## src/rtl/dbs_pkg.sv

```systemverilog
// Shared constants and types of the burst SRAM host controller.
package dbs_pkg;
  // ===========================================================================
  // Link clock phases (one memory clock cycle is K_DIV system cycles)
  // ===========================================================================
  localparam int K_DIV = 8;
  localparam logic [2:0] PH_K_RISE = 3'h0;
  localparam logic [2:0] PH_WD2 = 3'h2;
  localparam logic [2:0] PH_HALF = 3'h4;
  localparam logic [2:0] PH_CMD = 3'h4;
  localparam logic [2:0] PH_WD1 = 3'h6;
  localparam logic [2:0] PH_LAST = 3'h7;
  // ===========================================================================
  // Times and derived cycle counts
  // ===========================================================================
  localparam int SYS_PERIOD_PS = 25000;
  localparam int PLL_LOCK_US = 20;
  localparam int PLL_STOP_NS = 30;
  localparam int PLL_LOCK_CYC = (PLL_LOCK_US * 1000000 + SYS_PERIOD_PS - 1) / SYS_PERIOD_PS;
  localparam int PLL_STOP_CYC = (PLL_STOP_NS * 1000 + SYS_PERIOD_PS - 1) / SYS_PERIOD_PS;
  localparam int TMR_W = 10;
  localparam logic [TMR_W-1:0] TMR_RST = 10'h000;
  // ===========================================================================
  // Read capture points, counted from the cycle after the sampling K rise
  // ===========================================================================
  localparam int SYNC_LAT = 2;
  localparam int CAP1_DLL = K_DIV + K_DIV / 2 + K_DIV / 2 - SYNC_LAT;
  localparam int CAP2_DLL = 2 * K_DIV + K_DIV / 2 - SYNC_LAT;
  localparam int CAP1_SDR = K_DIV + K_DIV / 2 - SYNC_LAT;
  localparam int CAP2_SDR = CAP1_DLL;
  localparam int RD_SR_LEN = CAP2_DLL + 1;
  localparam int RD_LAT_DLL = CAP2_DLL + 2;
  localparam int RD_LAT_SDR = CAP2_SDR + 2;
  typedef enum logic [1:0] {CLK_LOCK, CLK_RUN, CLK_STOP} dbs_clk_st_t;
endpackage

```

## src/rtl/dbs_link_if.sv

```systemverilog
// Interface between the clock generator and the command core.
`timescale 1ns/100ps
`default_nettype none
interface dbs_link_if;
  logic [2:0] cnt;
  logic k;
  logic kn;
  logic c;
  logic cn;
  logic locked;
  logic stopped;
  logic stop_req;
  logic idle;
  modport gen (output cnt, k, kn, c, cn, locked, stopped, input stop_req, idle);
  modport core (input cnt, k, kn, c, cn, locked, stopped, output stop_req, idle);
endinterface
`default_nettype wire

```

## src/rtl/dbs_host.sv

```systemverilog
// Host controller driving a two-word burst DDR SRAM through its pins.
// Notes on behaviour
// - Read is load low, select high.
// - Reads always complete; one per K rise.
// - Write is load low, select low.
// - First write word at next K rise.
// - Second write word at following K# rise.
// - Back-to-back writes pipeline one per K rise.
// - Active-low byte selects sampled per word.
// - C pair held high selects single clock.
// - At least one NOP from read to write.
// - Stopped clocks hold; park K equal, C high.
// - One load strobe per bank, rest shared.
// - PLL locks 20 us; stop 30 ns resets.
`timescale 1ns/100ps
`default_nettype none
module dbs_host #(
  parameter int DW = 18,
  parameter int NB = 2,
  parameter int AW = 21,
  parameter int BANKS = 1,
  parameter int RD_WR_NOPS = 1,
  parameter int SINGLE_CLK = 0,
  parameter int BKW = (BANKS > 1) ? $clog2(BANKS) : 1
) (
  input wire logic MCLK_I,
  input wire logic RST_B_I,
  input wire logic PLL_OFF_I,
  input wire logic PLL_RESET_I,
  input wire logic REQ_VALID_I,
  output logic REQ_READY_O,
  input wire logic REQ_WRITE_I,
  input wire logic [BKW-1:0] REQ_BANK_I,
  input wire logic [AW-1:0] REQ_ADDR_I,
  input wire logic [2*DW-1:0] REQ_WDATA_I,
  input wire logic [2*NB-1:0] REQ_BYTE_EN_I,
  output logic RD_VALID_O,
  output logic [2*DW-1:0] RD_DATA_O,
  output logic LOCKED_O,
  output logic K_O,
  output logic KN_O,
  output logic C_O,
  output logic CN_O,
  output logic [BANKS-1:0] CMD_LOAD_N_O,
  output logic RW_O,
  output logic [AW-1:0] ADDR_O,
  output logic [DW-1:0] DQ_O,
  output logic DQ_OE_N_O,
  input wire logic [DW-1:0] DQ_I,
  output logic [NB-1:0] BYTE_LANE_WRITE_SEL_N_O,
  output logic PLL_ENABLE_N_PIN_O
);
  if (DW != NB * 9 || BANKS < 1 || RD_WR_NOPS < 1 || RD_WR_NOPS > 3) begin : g_bad_cfg
    $error("dbs_host: unsupported width, bank or gap setting");
  end

  // ===========================================================================
  // Reset release, strap capture and pin synchronisers
  // ===========================================================================
  logic rst_meta_ff, rst_b_ff;
  logic strap_done_ff, pll_off_ff;
  logic [DW-1:0] dq_s1_ff, dq_s2_ff;

  always_ff @(posedge MCLK_I or negedge RST_B_I) begin
    if (!RST_B_I) begin
      rst_meta_ff <= 1'b0;
      rst_b_ff <= 1'b0;
    end else begin
      rst_meta_ff <= 1'b1;
      rst_b_ff <= rst_meta_ff;
    end
  end

  // The PLL mode is a strap: taken once after reset release, never again.
  always_ff @(posedge MCLK_I or negedge rst_b_ff) begin
    if (!rst_b_ff) begin
      strap_done_ff <= 1'b0;
      pll_off_ff <= 1'b0;
    end else if (!strap_done_ff) begin
      strap_done_ff <= 1'b1;
      pll_off_ff <= PLL_OFF_I;
    end
  end

  always_ff @(posedge MCLK_I or negedge rst_b_ff) begin
    if (!rst_b_ff) begin
      dq_s1_ff <= '0;
      dq_s2_ff <= '0;
    end else begin
      dq_s1_ff <= DQ_I;
      dq_s2_ff <= dq_s1_ff;
    end
  end

  // ===========================================================================
  // Clock generator
  // ===========================================================================
  dbs_link_if lk ();

  dbs_clkgen #(.SINGLE_CLK(SINGLE_CLK)) u_clkgen (
    .clk_i(MCLK_I),
    .rst_b_i(rst_b_ff),
    .lk(lk)
  );

  // ===========================================================================
  // Command slot decode
  // ===========================================================================
  function automatic logic [BANKS-1:0] bank_strobe_n(input logic [BKW-1:0] bank);
    logic [BANKS-1:0] sel;
    sel = '1;
    for (int i = 0; i < BANKS; i++) begin
      if (BKW'(i) == bank) sel[i] = 1'b0;
    end
    return sel;
  endfunction

  logic [BANKS-1:0] ld_n_ff;
  logic rw_ff;
  logic [AW-1:0] addr_ff;
  logic [2*DW-1:0] wd_ff, wd_p1_ff;
  logic [2*NB-1:0] be_ff, be_p1_ff;
  logic wr_p1_ff;
  logic [1:0] gap_ff;
  logic stop_pend_ff;
  localparam int RD_SR_W = dbs_pkg::RD_SR_LEN;
  logic [RD_SR_W-1:0] rd_sr_ff;

  wire slot = lk.locked && (lk.cnt == dbs_pkg::PH_CMD);
  wire at_k_rise = lk.cnt == dbs_pkg::PH_K_RISE;
  wire ld_any = !(&ld_n_ff);
  wire rd_cmd = ld_any && rw_ff;
  wire wr_cmd = ld_any && !rw_ff;
  wire wr_allowed = (gap_ff == 2'h0);
  wire take = REQ_VALID_I && REQ_READY_O;

  assign REQ_READY_O = slot && !stop_pend_ff && (!REQ_WRITE_I || wr_allowed);

  // Commands change at mid cycle so they are stable at the K rise.
  always_ff @(posedge MCLK_I or negedge rst_b_ff) begin
    if (!rst_b_ff) begin
      ld_n_ff <= '1;
      rw_ff <= 1'b1;
      addr_ff <= '0;
      wd_ff <= '0;
      be_ff <= '0;
    end else if (slot) begin
      ld_n_ff <= take ? bank_strobe_n(REQ_BANK_I) : '1;
      if (take) begin
        rw_ff <= !REQ_WRITE_I;
        addr_ff <= REQ_ADDR_I;
        wd_ff <= REQ_WDATA_I;
        be_ff <= REQ_BYTE_EN_I;
      end
    end
  end

  // Read-to-write spacing: each read slot arms the NOP count.
  always_ff @(posedge MCLK_I or negedge rst_b_ff) begin
    if (!rst_b_ff) begin
      gap_ff <= 2'h0;
    end else if (slot) begin
      if (take && !REQ_WRITE_I) begin
        gap_ff <= 2'(RD_WR_NOPS);
      end else if (gap_ff != 2'h0) begin
        gap_ff <= gap_ff - 2'h1;
      end
    end
  end

  // A PLL reset request waits for idle; the request set wins over its clear.
  always_ff @(posedge MCLK_I or negedge rst_b_ff) begin
    if (!rst_b_ff) begin
      stop_pend_ff <= 1'b0;
    end else begin
      stop_pend_ff <= PLL_RESET_I || (stop_pend_ff && !lk.stopped);
    end
  end

  assign lk.stop_req = stop_pend_ff;
  assign lk.idle = !ld_any && !wr_p1_ff && (rd_sr_ff == '0);

  // ===========================================================================
  // Write data path
  // ===========================================================================
  logic [DW-1:0] dq_ff;
  logic dq_oe_n_ff;
  logic [NB-1:0] bws_n_ff;

  always_ff @(posedge MCLK_I or negedge rst_b_ff) begin
    if (!rst_b_ff) begin
      wr_p1_ff <= 1'b0;
      wd_p1_ff <= '0;
      be_p1_ff <= '0;
    end else if (slot) begin
      wr_p1_ff <= wr_cmd;
      wd_p1_ff <= wd_ff;
      be_p1_ff <= be_ff;
    end
  end

  // Word one is centred on the K rise, word two on the K# rise.
  always_ff @(posedge MCLK_I or negedge rst_b_ff) begin
    if (!rst_b_ff) begin
      dq_ff <= '0;
      dq_oe_n_ff <= 1'b1;
      bws_n_ff <= '1;
    end else if (lk.cnt == dbs_pkg::PH_WD1) begin
      dq_ff <= wd_p1_ff[DW-1:0];
      dq_oe_n_ff <= !wr_p1_ff;
      bws_n_ff <= wr_p1_ff ? ~be_p1_ff[NB-1:0] : '1;
    end else if (lk.cnt == dbs_pkg::PH_WD2 && wr_p1_ff) begin
      dq_ff <= wd_p1_ff[2*DW-1:DW];
      bws_n_ff <= ~be_p1_ff[2*NB-1:NB];
    end
  end

  // ===========================================================================
  // Read capture
  // ===========================================================================
  logic [2*DW-1:0] rdata_ff;
  logic rd_valid_ff;

  wire cap1 = pll_off_ff ? rd_sr_ff[dbs_pkg::CAP1_SDR] : rd_sr_ff[dbs_pkg::CAP1_DLL];
  wire cap2 = pll_off_ff ? rd_sr_ff[dbs_pkg::CAP2_SDR] : rd_sr_ff[dbs_pkg::CAP2_DLL];

  always_ff @(posedge MCLK_I or negedge rst_b_ff) begin
    if (!rst_b_ff) begin
      rd_sr_ff <= '0;
      rdata_ff <= '0;
      rd_valid_ff <= 1'b0;
    end else begin
      rd_sr_ff <= {rd_sr_ff[RD_SR_W-2:0], lk.locked && at_k_rise && rd_cmd};
      if (cap1) rdata_ff[DW-1:0] <= dq_s2_ff;
      if (cap2) rdata_ff[2*DW-1:DW] <= dq_s2_ff;
      rd_valid_ff <= cap2;
    end
  end

  // ===========================================================================
  // Pins
  // ===========================================================================
  assign K_O = lk.k;
  assign KN_O = lk.kn;
  assign C_O = lk.c;
  assign CN_O = lk.cn;
  assign CMD_LOAD_N_O = ld_n_ff;
  assign RW_O = rw_ff;
  assign ADDR_O = addr_ff;
  assign DQ_O = dq_ff;
  assign DQ_OE_N_O = dq_oe_n_ff;
  assign BYTE_LANE_WRITE_SEL_N_O = bws_n_ff;
  assign PLL_ENABLE_N_PIN_O = !pll_off_ff;
  assign RD_VALID_O = rd_valid_ff;
  assign RD_DATA_O = rdata_ff;
  assign LOCKED_O = lk.locked;

  // ===========================================================================
  // Checks
  // ===========================================================================
  localparam int LAT_DLL = dbs_pkg::RD_LAT_DLL;
  localparam int LAT_SDR = dbs_pkg::RD_LAT_SDR;
endmodule
`default_nettype wire

```

## src/rtl/dbs_clkgen.sv

```systemverilog
// Memory clock generator with PLL stop and lock timing.
`timescale 1ns/100ps
`default_nettype none
module dbs_clkgen #(
  parameter int SINGLE_CLK = 0
) (
  input wire logic clk_i,
  input wire logic rst_b_i,
  dbs_link_if.gen lk
);
  // ===========================================================================
  // State and timers
  // ===========================================================================
  dbs_pkg::dbs_clk_st_t st_ff, nxt_st;
  logic [2:0] cnt_ff, nxt_cnt;
  logic [dbs_pkg::TMR_W-1:0] tmr_ff;
  logic k_ff, kn_ff, c_ff, cn_ff;
  wire tmr_stop_done = (tmr_ff == dbs_pkg::TMR_W'(dbs_pkg::PLL_STOP_CYC - 1));
  wire tmr_lock_done = (tmr_ff == dbs_pkg::TMR_W'(dbs_pkg::PLL_LOCK_CYC - 1));
  wire run_clk = (nxt_st != dbs_pkg::CLK_STOP);

  always_comb begin
    nxt_st = st_ff;
    case (st_ff)
      dbs_pkg::CLK_LOCK: if (tmr_lock_done) nxt_st = dbs_pkg::CLK_RUN;
      dbs_pkg::CLK_RUN: begin
        if (lk.stop_req && lk.idle && cnt_ff == dbs_pkg::PH_LAST) begin
          nxt_st = dbs_pkg::CLK_STOP;
        end
      end
      dbs_pkg::CLK_STOP: if (tmr_stop_done) nxt_st = dbs_pkg::CLK_LOCK;
      default: nxt_st = dbs_pkg::CLK_LOCK;
    endcase
  end

  assign nxt_cnt = (st_ff == dbs_pkg::CLK_STOP) ? 3'h0 : cnt_ff + 3'h1;

  always_ff @(posedge clk_i or negedge rst_b_i) begin
    if (!rst_b_i) begin
      st_ff <= dbs_pkg::CLK_LOCK;
      cnt_ff <= dbs_pkg::PH_LAST;
      tmr_ff <= dbs_pkg::TMR_RST;
    end else begin
      st_ff <= nxt_st;
      cnt_ff <= nxt_cnt;
      tmr_ff <= (nxt_st != st_ff) ? dbs_pkg::TMR_RST : tmr_ff + 10'h001;
    end
  end

  // Parked clocks: K and K# equal and low, C and C# high.
  always_ff @(posedge clk_i or negedge rst_b_i) begin
    if (!rst_b_i) begin
      k_ff <= 1'b0;
      kn_ff <= 1'b0;
      c_ff <= 1'b1;
      cn_ff <= 1'b1;
    end else begin
      k_ff <= run_clk && (nxt_cnt < dbs_pkg::PH_HALF);
      kn_ff <= run_clk && (nxt_cnt >= dbs_pkg::PH_HALF);
      c_ff <= (SINGLE_CLK != 0) || !run_clk || (nxt_cnt < dbs_pkg::PH_HALF);
      cn_ff <= (SINGLE_CLK != 0) || !run_clk || (nxt_cnt >= dbs_pkg::PH_HALF);
    end
  end

  assign lk.cnt = cnt_ff;
  assign lk.k = k_ff;
  assign lk.kn = kn_ff;
  assign lk.c = c_ff;
  assign lk.cn = cn_ff;
  assign lk.locked = (st_ff == dbs_pkg::CLK_RUN);
  assign lk.stopped = (st_ff == dbs_pkg::CLK_STOP);
endmodule
`default_nettype wire

```

## config.mk

```make
export PLATFORM = sky130hd
export DESIGN_NAME = dbs_host
export DESIGN_NICKNAME = d
export VERILOG_FILES = /design/src/rtl/dbs_pkg.sv /design/src/rtl/dbs_link_if.sv /design/src/rtl/dbs_host.sv /design/src/rtl/dbs_clkgen.sv
export SDC_FILE = /design/constraint.sdc
export NUM_CORES = 1
export LEC_CHECK = 0
export ABC_CLOCK_PERIOD_IN_PS = 10000
export BUFFER_PORTS_ARGS = -buffer_cell sky130_fd_sc_hd__buf_2
export CORE_UTILIZATION = 30
export CTS_BUF_LIST = sky130_fd_sc_hd__clkbuf_2
export CTS_CLUSTER_SIZE = 20
export DETAILED_ROUTE_END_ITERATION = 6
export GPL_ROUTABILITY_DRIVEN = 0
export HOLD_SLACK_MARGIN = 0.03
export PLACE_DENSITY = 0.46
export SLEW_MARGIN = 10
export SYNTH_ARGS = -nofsm -noshare
export SYNTH_HDL_FRONTEND = slang
export SYNTH_HIERARCHICAL = 1
export SYNTH_SLANG_ARGS = --single-unit
export TNS_END_PERCENT = 50
```

## constraint.sdc

```tcl
create_clock -name MCLK_I -period 10 [get_ports MCLK_I]
set_input_delay 2 -clock MCLK_I [delete_from_list [all_inputs] [get_ports MCLK_I]]
set_output_delay 2 -clock MCLK_I [all_outputs]
set_load 0.005 [all_outputs]
```

==> results of run 1 <==
critical path, delay by kind of cell, from the launching register on:
family,cells,cell delay (ns)
AND/OR/NAND/NOR,2,0.95
flip-flops,1,0.90
buffers and inverters,1,0.17
state kept, by name, summed over array words and instances (netlist names), 2 cells and up:
name	cells
dq_s2_ff	18
gap_ff	2
be_p1_ff	4
BYTE_LANE_WRITE_SEL_N_O	2
u_clkgen/tmr_ff	10
DQ_O	18
ADDR_O	21
dq_s1_ff	18
wd_ff	36
u_clkgen/st_ff	2
wd_p1_ff	36
u_clkgen/lk.cnt	3
be_ff	4
rd_sr_ff	19
RD_DATA_O	36
path summary, 6_finish.rpt:
kind,slack [ns],start,endpoint
min in group MCLK_I,0.33,dq_s1_ff[2],dq_s2_ff[2]
worst min register to register,0.30,rst_b_ff,ADDR_O[1]
worst max-delay path,5.23,u_clkgen/lk.cnt[2],REQ_READY_O
worst max register to register,6.89,u_clkgen/lk.cnt[2],wd_ff[4]
max in group asynchronous,7.72,rst_b_ff,ADDR_O[15]
worst min-delay path,0.30,rst_b_ff,ADDR_O[1]
per-stage QoR:
stage	area [µm²]	setup slack [ns]	hold slack, ns
after floorplan	9080	2.74	0.331
after global placement	10400	5.34	0.332
after detailed placement	10400	5.37	0.326
after CTS	11000	5.05	0.328
after global routing	11000	4.95	0.340
final	11000	5.23	0.299
power groups by stage:
stage | logic (W) | clock network, W | registers (W)
6_report | 0.000378 | 0.000716 | 0.00121
5_1_grt | 0.000428 | 0.000822 | 0.00123
4_1_cts | 0.000385 | 0.000766 | 0.00121
3_5_place_dp | 0.000382 | 0 | 0.00123
3_3_place_gp | 0.000382 | 0 | 0.00123
2_1_floorplan | 0.000246 | 0 | 0.00121
cell usage in the layout, fill, tap and decap left out, types with 6 or more instances in the layout:
cell type,count
dfrtp_1,232
inv_1,29
mux2_2,98
dfstp_2,10
clkbuf_2,112
o21a_1,15
o21ai_0,18
nor2_1,36
nand2_1,96
buf_2,173
nor3_1,6
o22a_1,15
nand4_1,8
a31oi_1,20
o22ai_1,6
cells by family after synthesis:
| group | count (synthesis) |
|---|---|
| AO/OA/AOI/OAI | 84 |
| XOR/XNOR | 8 |
| adder cells (fa/ha/maj) | 5 |
| buffers and inverters | 60 |
| flip-flops | 243 |
| multiplexers | 102 |
| other | 1 |
| AND/OR/NAND/NOR | 177 |
per-layer routing:
layer,up-vias,routed length (µm)
met5,-,0
met4,0,281
li1,2822,-
met3,24,1520
met1,2840,9770
met2,192,8770
cell type report:
| cell class | instances | area (µm²) |
|---|---|---|
| well taps | 390 | 488 |
| clock buffers | 112 | 561 |
| flip-flops and latches | 243 | 6100 |
| multi-input cells | 378 | 2750 |
| clock inverters | 8 | 56.3 |
| inverters | 30 | 113 |
| diodes | 1 | 2.50 |
| fillers | 2986 | 18700 |
| repair buffers | 179 | 923 |
==> out/metrics.csv, run 1 <==
metric,value,unit
Worst Skew,0.0429,ns
Synth area leader,dfrtp_1,
Flop pwr share,52.6,%
largest family of logic cells by synthesized area,multiplexers,
GRT Total Usage,13.6,%
synthesis-to-layout area growth,21.1,%
Initial DRT Pass Iterations,4,
Internal,0.00162,W
class of the worst hold path,reg2async,
mean routed wirelength per cell,15.2,µm
busiest grt layer,met2,
Starting Density,30.6,%
Final Critical Period,4.77,ns
IO buf count,173,
asr flop ratio synth,100,%
Sw Pwr,0.000688,W
final net count,993,
Slew headroom,25.8,%
Slew Limit Fails,0,
grt ovf,0,
num rows,63,
CP startpoint kind,register,
PnR Total Power,0.00230,W
synth top area cells,"dfrtp_1 (64%), mux2_2 (12%), nand2_1 (4.0%)",
leak pwr,5.64,nW
ys flop type,dfrtp_1,
RSZ-0062 raised after global routing,false,
final WL,20300,µm
Final period util,47.7,%
power share of the combinational group,16.4,%
1st-iter DRT viols,297,
mux contribution to synthesized area,12.6,%
compound-cell area share of the yosys netlist,6.30,%
Max IR drop VDD,0.0000724,V
largest net degree at the start of global routing,146,
# clock sinks,243,
status,"complete, no violations",
GR Layer Usage met2,19.7,%
total CTS buffers,70,
"Hold Vio Cnt, Final",0,
WP data required,8.00,ns
crit path max-delay cell type,dfstp_2,
Slowest Stage Delay on Critical Path,0.90,ns
setup TNS,0,ns
Yosys cell types,47,
grt met1 use,18.2,%
Die Wd,176,µm
power density over the cells,210,nW/µm²
Ys Warns,6,
CTS H-tree depth,3,
synthesized instance count,680,
Post-Synth Adder-Cell Area,0.689,%
Final setup viols,0,
Synth Area in Simple Gates,9.42,%
DP Cell Count,1220,
layout cells sized above 1,44.1,%
CTS Buffer Depth,3,
core area,29700,µm²
initial antenna violation count,1,
clock share of power,31.1,%
IO Pins,174,
sw frac,29.8,%
Yosys top cell area share,64.2,%
ordered cell list for the critical path,nand4bb_4 > nor3_1 > buf_2,
most instantiated cells after synthesis,"dfrtp_1 (233), mux2_2 (98), nand2_1 (96)",
top-count cell post-synth,dfrtp_1,
vias in the first global route,6152,
CP Max Fanout,30,
Max Cap Viol,0,
sequential area share after synthesis,67.1,%
critical path class,reg2out,
DRC Markers,0,
fmax,0.210,GHz
fin cells,1341,
Yosys reg bits,243,
CTS tree,done,
Skew-Pair Late Insertion Delay,0.77,ns
hpwl dp,13000,µm
Hold Buf Count CTS,0,
"Data arrival, critical path",2.77,ns
post-CTS setup buffers,0,
die area,31000,µm²
Die H,176,µm
synthesized cell area,9080,µm²
CP endpoint kind,primary output,
"CTS clk-pin slew, worst paths",0.11,ns
post-cts sizing count,0,
first-pass GRT wire length,33100,µm
vias,5878,
met3 Usage GRT,5.00,%
Post-Synth XOR/XNOR Area,0.772,%
measured slew at the worst slew-check pin,1.11,ns
Via density,4.38,
number of synthesized flops with an enable pin,0,
post-detailed-route count of antenna-violating nets,0,
syn avg cell area,13.4,µm²
Util after Layout,37.0,%
Clock Root Buffer,clkbuf_2,
Worst R2R Path Depth,4,
No activity file was read; power rests on OpenSTA's default activity.
==> run 2, diff against run 1 <==
--- a/config.mk
+++ b/config.mk
@@ -5,7 +5,8 @@
 export SDC_FILE = /design/constraint.sdc
 export NUM_CORES = 1
 export LEC_CHECK = 0
-export ABC_CLOCK_PERIOD_IN_PS = 10000
+export ABC_AREA = 1
+export ABC_CLOCK_PERIOD_IN_PS = 4100
 export BUFFER_PORTS_ARGS = -buffer_cell sky130_fd_sc_hd__buf_2
 export CORE_UTILIZATION = 30
 export CTS_BUF_LIST = sky130_fd_sc_hd__clkbuf_2
@@ -13,7 +14,7 @@
 export DETAILED_ROUTE_END_ITERATION = 6
 export GPL_ROUTABILITY_DRIVEN = 0
 export HOLD_SLACK_MARGIN = 0.03
-export PLACE_DENSITY = 0.46
+export PLACE_DENSITY = 0.47
 export SLEW_MARGIN = 10
 export SYNTH_ARGS = -nofsm -noshare
 export SYNTH_HDL_FRONTEND = slang
==> constraint.sdc (replaced) <==
create_clock -name MCLK_I -period 4.1 [get_ports MCLK_I]
set_input_delay 0.82 -clock MCLK_I [delete_from_list [all_inputs] [get_ports MCLK_I]]
set_output_delay 0.82 -clock MCLK_I [all_outputs]
set_load 0.005 [all_outputs]
==> run 2 against run 1 <==
  * Clock power up 120%
  * Worst setup slack worse by 4.0 ns
  * Count of clock-buffer cells in the layout down 16
  * Sequential cell count unchanged
  * First-iteration DRC count down 1.0%
  * Sequential power up 100%
  * Area after synthesis down 2.1%
  * Clock skew up 0.025 ns
  * Routed wire length down 2.6%
  * Register-to-register slack worse by 5.6 ns
  * Core utilization about the same
  * Largest power group unchanged
  * Highest routed layer is now met5
==> out/metrics.csv, run 2 <==
metric,value,unit,change
number of synthesized flops with an enable pin,0,,unchanged
Skew-Pair Late Insertion Delay,0.77,ns,about the same
CP startpoint kind,register,,unchanged
Synth Area in Simple Gates,13.0,%,was 9.42%
Ys Warns,6,,unchanged
Starting Density,30.7,%,was 30.6%
syn avg cell area,11.0,µm²,was 13.4 µm²
leak pwr,5.76,nW,was 5.64 nW
hpwl dp,12700,µm,"was 13,000 µm"
asr flop ratio synth,100,%,unchanged
Worst Skew,0.0679,ns,was 0.0429 ns
most frequent cells in the layout,"dfrtp_1 (232), nand2_1 (207), buf_2 (173)",,"was dfrtp_1 (232), buf_2 (173), clkbuf_2 (112)"
crit path max-delay cell type,buf_4,,was dfstp_2
CTS Buffer Depth,3,,unchanged
filler cell count,2980,,"was 2,986"
vias,6267,,"was 5,878"
DP Area,10100,µm²,"was 10,400 µm²"
most instantiated cells after synthesis,"dfrtp_1 (233), nand2_1 (207), o21ai_0 (79)",,"was dfrtp_1 (233), mux2_2 (98), nand2_1 (96)"
"Buf+Inv Stages, Crit Path",4,,was 1
mux contribution to synthesized area,4.56,%,was 12.6%
"commonest non-fill, non-tap cell in the layout",dfrtp_1,,unchanged
post-detailed-route count of antenna-violating nets,0,,unchanged
power density over the cells,386,nW/µm²,was 210 nW/µm²
Die Wd,174,µm,was 176 µm
Yosys top cell area share,65.6,%,was 64.2%
critical path class,reg2reg,,was reg2out
Slew headroom,40.1,%,was 25.8%
"Data arrival, critical path",3.50,ns,was 2.77 ns
# clock sinks,243,,unchanged
layout cells sized above 1,32.1,%,was 44.1%
core area,28900,µm²,"was 29,700 µm²"
RSZ-0062 raised after global routing,false,,unchanged
1st-iter DRT viols,294,,was 297
finished layout cell area,10700,µm²,"was 11,000 µm²"
final WL,19800,µm,"was 20,300 µm"
post-cts sizing count,0,,unchanged
largest family of logic cells by synthesized area,simple AND/OR/NAND/NOR gates,,was multiplexers
Via density,4.29,,was 4.38
total CTS buffers,67,,was 70
Synth area leader,dfrtp_1,,unchanged
largest net degree at the start of global routing,89,,was 146
"CTS clk-pin slew, worst paths",0.10,ns,was 0.11 ns
ordered cell list for the critical path,inv_2 > nor2_1 > nand2_1 > inv_1 > nand2_2 > nor2_4 > nand2_2 > clkinv_2 > buf_4 > nand2_1 > o21ai_0,,was nand4bb_4 > nor3_1 > buf_2
Final setup viols,0,,unchanged
CTS tree,done,,unchanged
Post-Synth XOR/XNOR Area,0.493,%,was 0.772%
CTS H-tree depth,3,,unchanged
synthesized instance count,806,,was 680
synthesized cell area,8890,µm²,was 9080 µm²
Initial DRT Pass Iterations,4,,unchanged
CP endpoint kind,register,,was primary output
die area,30300,µm²,"was 31,000 µm²"
first-pass GRT wire length,32800,µm,"was 33,100 µm"
CP Max Fanout,64,,was 30
Final period util,69.6,%,
Max IR drop VDD,0.000160,V,was 0.0000724 V
"Hold Vio Cnt, Final",0,,unchanged
Yosys cell types,34,,was 47
Yosys reg bits,243,,unchanged
WP data required,4.74,ns,was 8.00 ns
Final Critical Period,2.85,ns,
DRC Markers,0,,unchanged
mean routed wirelength per cell,13.6,µm,was 15.2 µm
IO buf count,173,,unchanged
Slew Limit Fails,0,,unchanged
num rows,62,,was 63
Max Cap Viol,0,,unchanged
GRT Total Usage,13.7,%,was 13.6%
IO Pins,174,,unchanged
sequential area share after synthesis,68.6,%,was 67.1%
initial antenna violation count,4,,was 1
class of the worst hold path,in2reg,,was reg2async
setup TNS,0,ns,unchanged
synthesis-to-layout area growth,20.4,%,was 21.1%
fmax,0.350,GHz,
vias in the first global route,6346,,"was 6,152"
ys flop type,dfrtp_1,,unchanged
status,"complete, no violations",,unchanged
Clock Root Buffer,clkbuf_2,,unchanged
"delay-heaviest family, CP",buffers and inverters,,was simple AND/OR/NAND/NOR gates
Slowest Stage Delay on Critical Path,0.61,ns,was 0.90 ns
synth top area cells,"dfrtp_1 (66%), nand2_1 (8.7%), mux2_2 (4.6%)",,"was dfrtp_1 (64%), mux2_2 (12%), nand2_1 (4.0%)"
Die H,174,µm,was 176 µm
final net count,1119,,was 993
compound-cell area share of the yosys netlist,7.41,%,was 6.30%
Post-Synth Adder-Cell Area,0.704,%,was 0.689%
measured slew at the worst slew-check pin,0.898,ns,was 1.11 ns
grt ovf,0,,unchanged
top-count cell post-synth,dfrtp_1,,unchanged
[run 2: logic make-up after synthesis]
family,Yosys count
AND/OR/NAND/NOR,285
adder cells (fa/ha/maj),5
other,1
flip-flops,243
AO/OA/AOI/OAI,129
buffers and inverters,102
XOR/XNOR,5
multiplexers,36
[run 2: where the power goes]
part	switching, W	internal (W)	total [W]
logic	0.0000489	0.0000340	0.0000829
registers	0.0000196	0.00242	0.00243
clock network	0.000981	0.000626	0.00161
[run 2: layer usage]
| metal | part of all wire (%) | global-route usage, % |
|---|---|---|
| met4 | 2.6 | 6.29 |
| met3 | 7.8 | 5.18 |
| met2 | 42 | 19.4 |
| met5 | 0.14 | 0 |
| met1 | 48 | 18.4 |
[run 2: final cells by class]
cell class              count  area [µm²]  area share [%]
flip-flops and latches    243        6100            57.0
multi-input cells         462        2330            21.8
repair buffers            182         948            8.87
clock buffers              96         480            4.49
well taps                 384         480            4.49
inverters                  72         272            2.54
clock inverters            19        76.3           0.714
diodes                      3        7.51          0.0702
[run 2: per-stage QoR]
stage | total power, W | std cells | setup WS [ns] | util (%) | hold WS [ns]
after global routing | 0.00439 | 1460 | 0.846 | 37.0 | 0.0340
final | 0.00413 | 1461 | 1.25 | 37.0 | 0.153
after floorplan | 0.00250 | 807 | 0.119 | - | 0.331
after global placement | 0.00257 | 1342 | 1.16 | 35.0 | 0.331
after detailed placement | 0.00257 | 1342 | 1.11 | 35.0 | 0.335
after CTS | 0.00425 | 1458 | 1.16 | 36.9 | 0.0313
[run 2: path summary, 6_finish.rpt]
| check | endpoint | depth (start not counted) | from | slack, ns |
|---|---|---|---|---|
| setup / recovery | be_ff[3] | 11 | u_clkgen/st_ff[0] | 1.25 |
| hold / removal | dq_s1_ff[12] | 1 | DQ_I[12] | 0.15 |
| setup reg to reg | be_ff[3] | 11 | u_clkgen/st_ff[0] | 1.25 |
| hold reg to reg | rd_sr_ff[9] | 0 | rd_sr_ff[8] | 0.35 |
| max in group asynchronous | RD_DATA_O[9] | 1 | rst_b_ff | 2.49 |
| min in group asynchronous | rst_b_ff | 2 | RST_B_I | 0.34 |
[run 2: what timing repair did]
item,CTS,global route
hold buffers,1,0
setup endpoints to repair,0,0
setup buffers,0,0
hold endpoints to repair,2,0
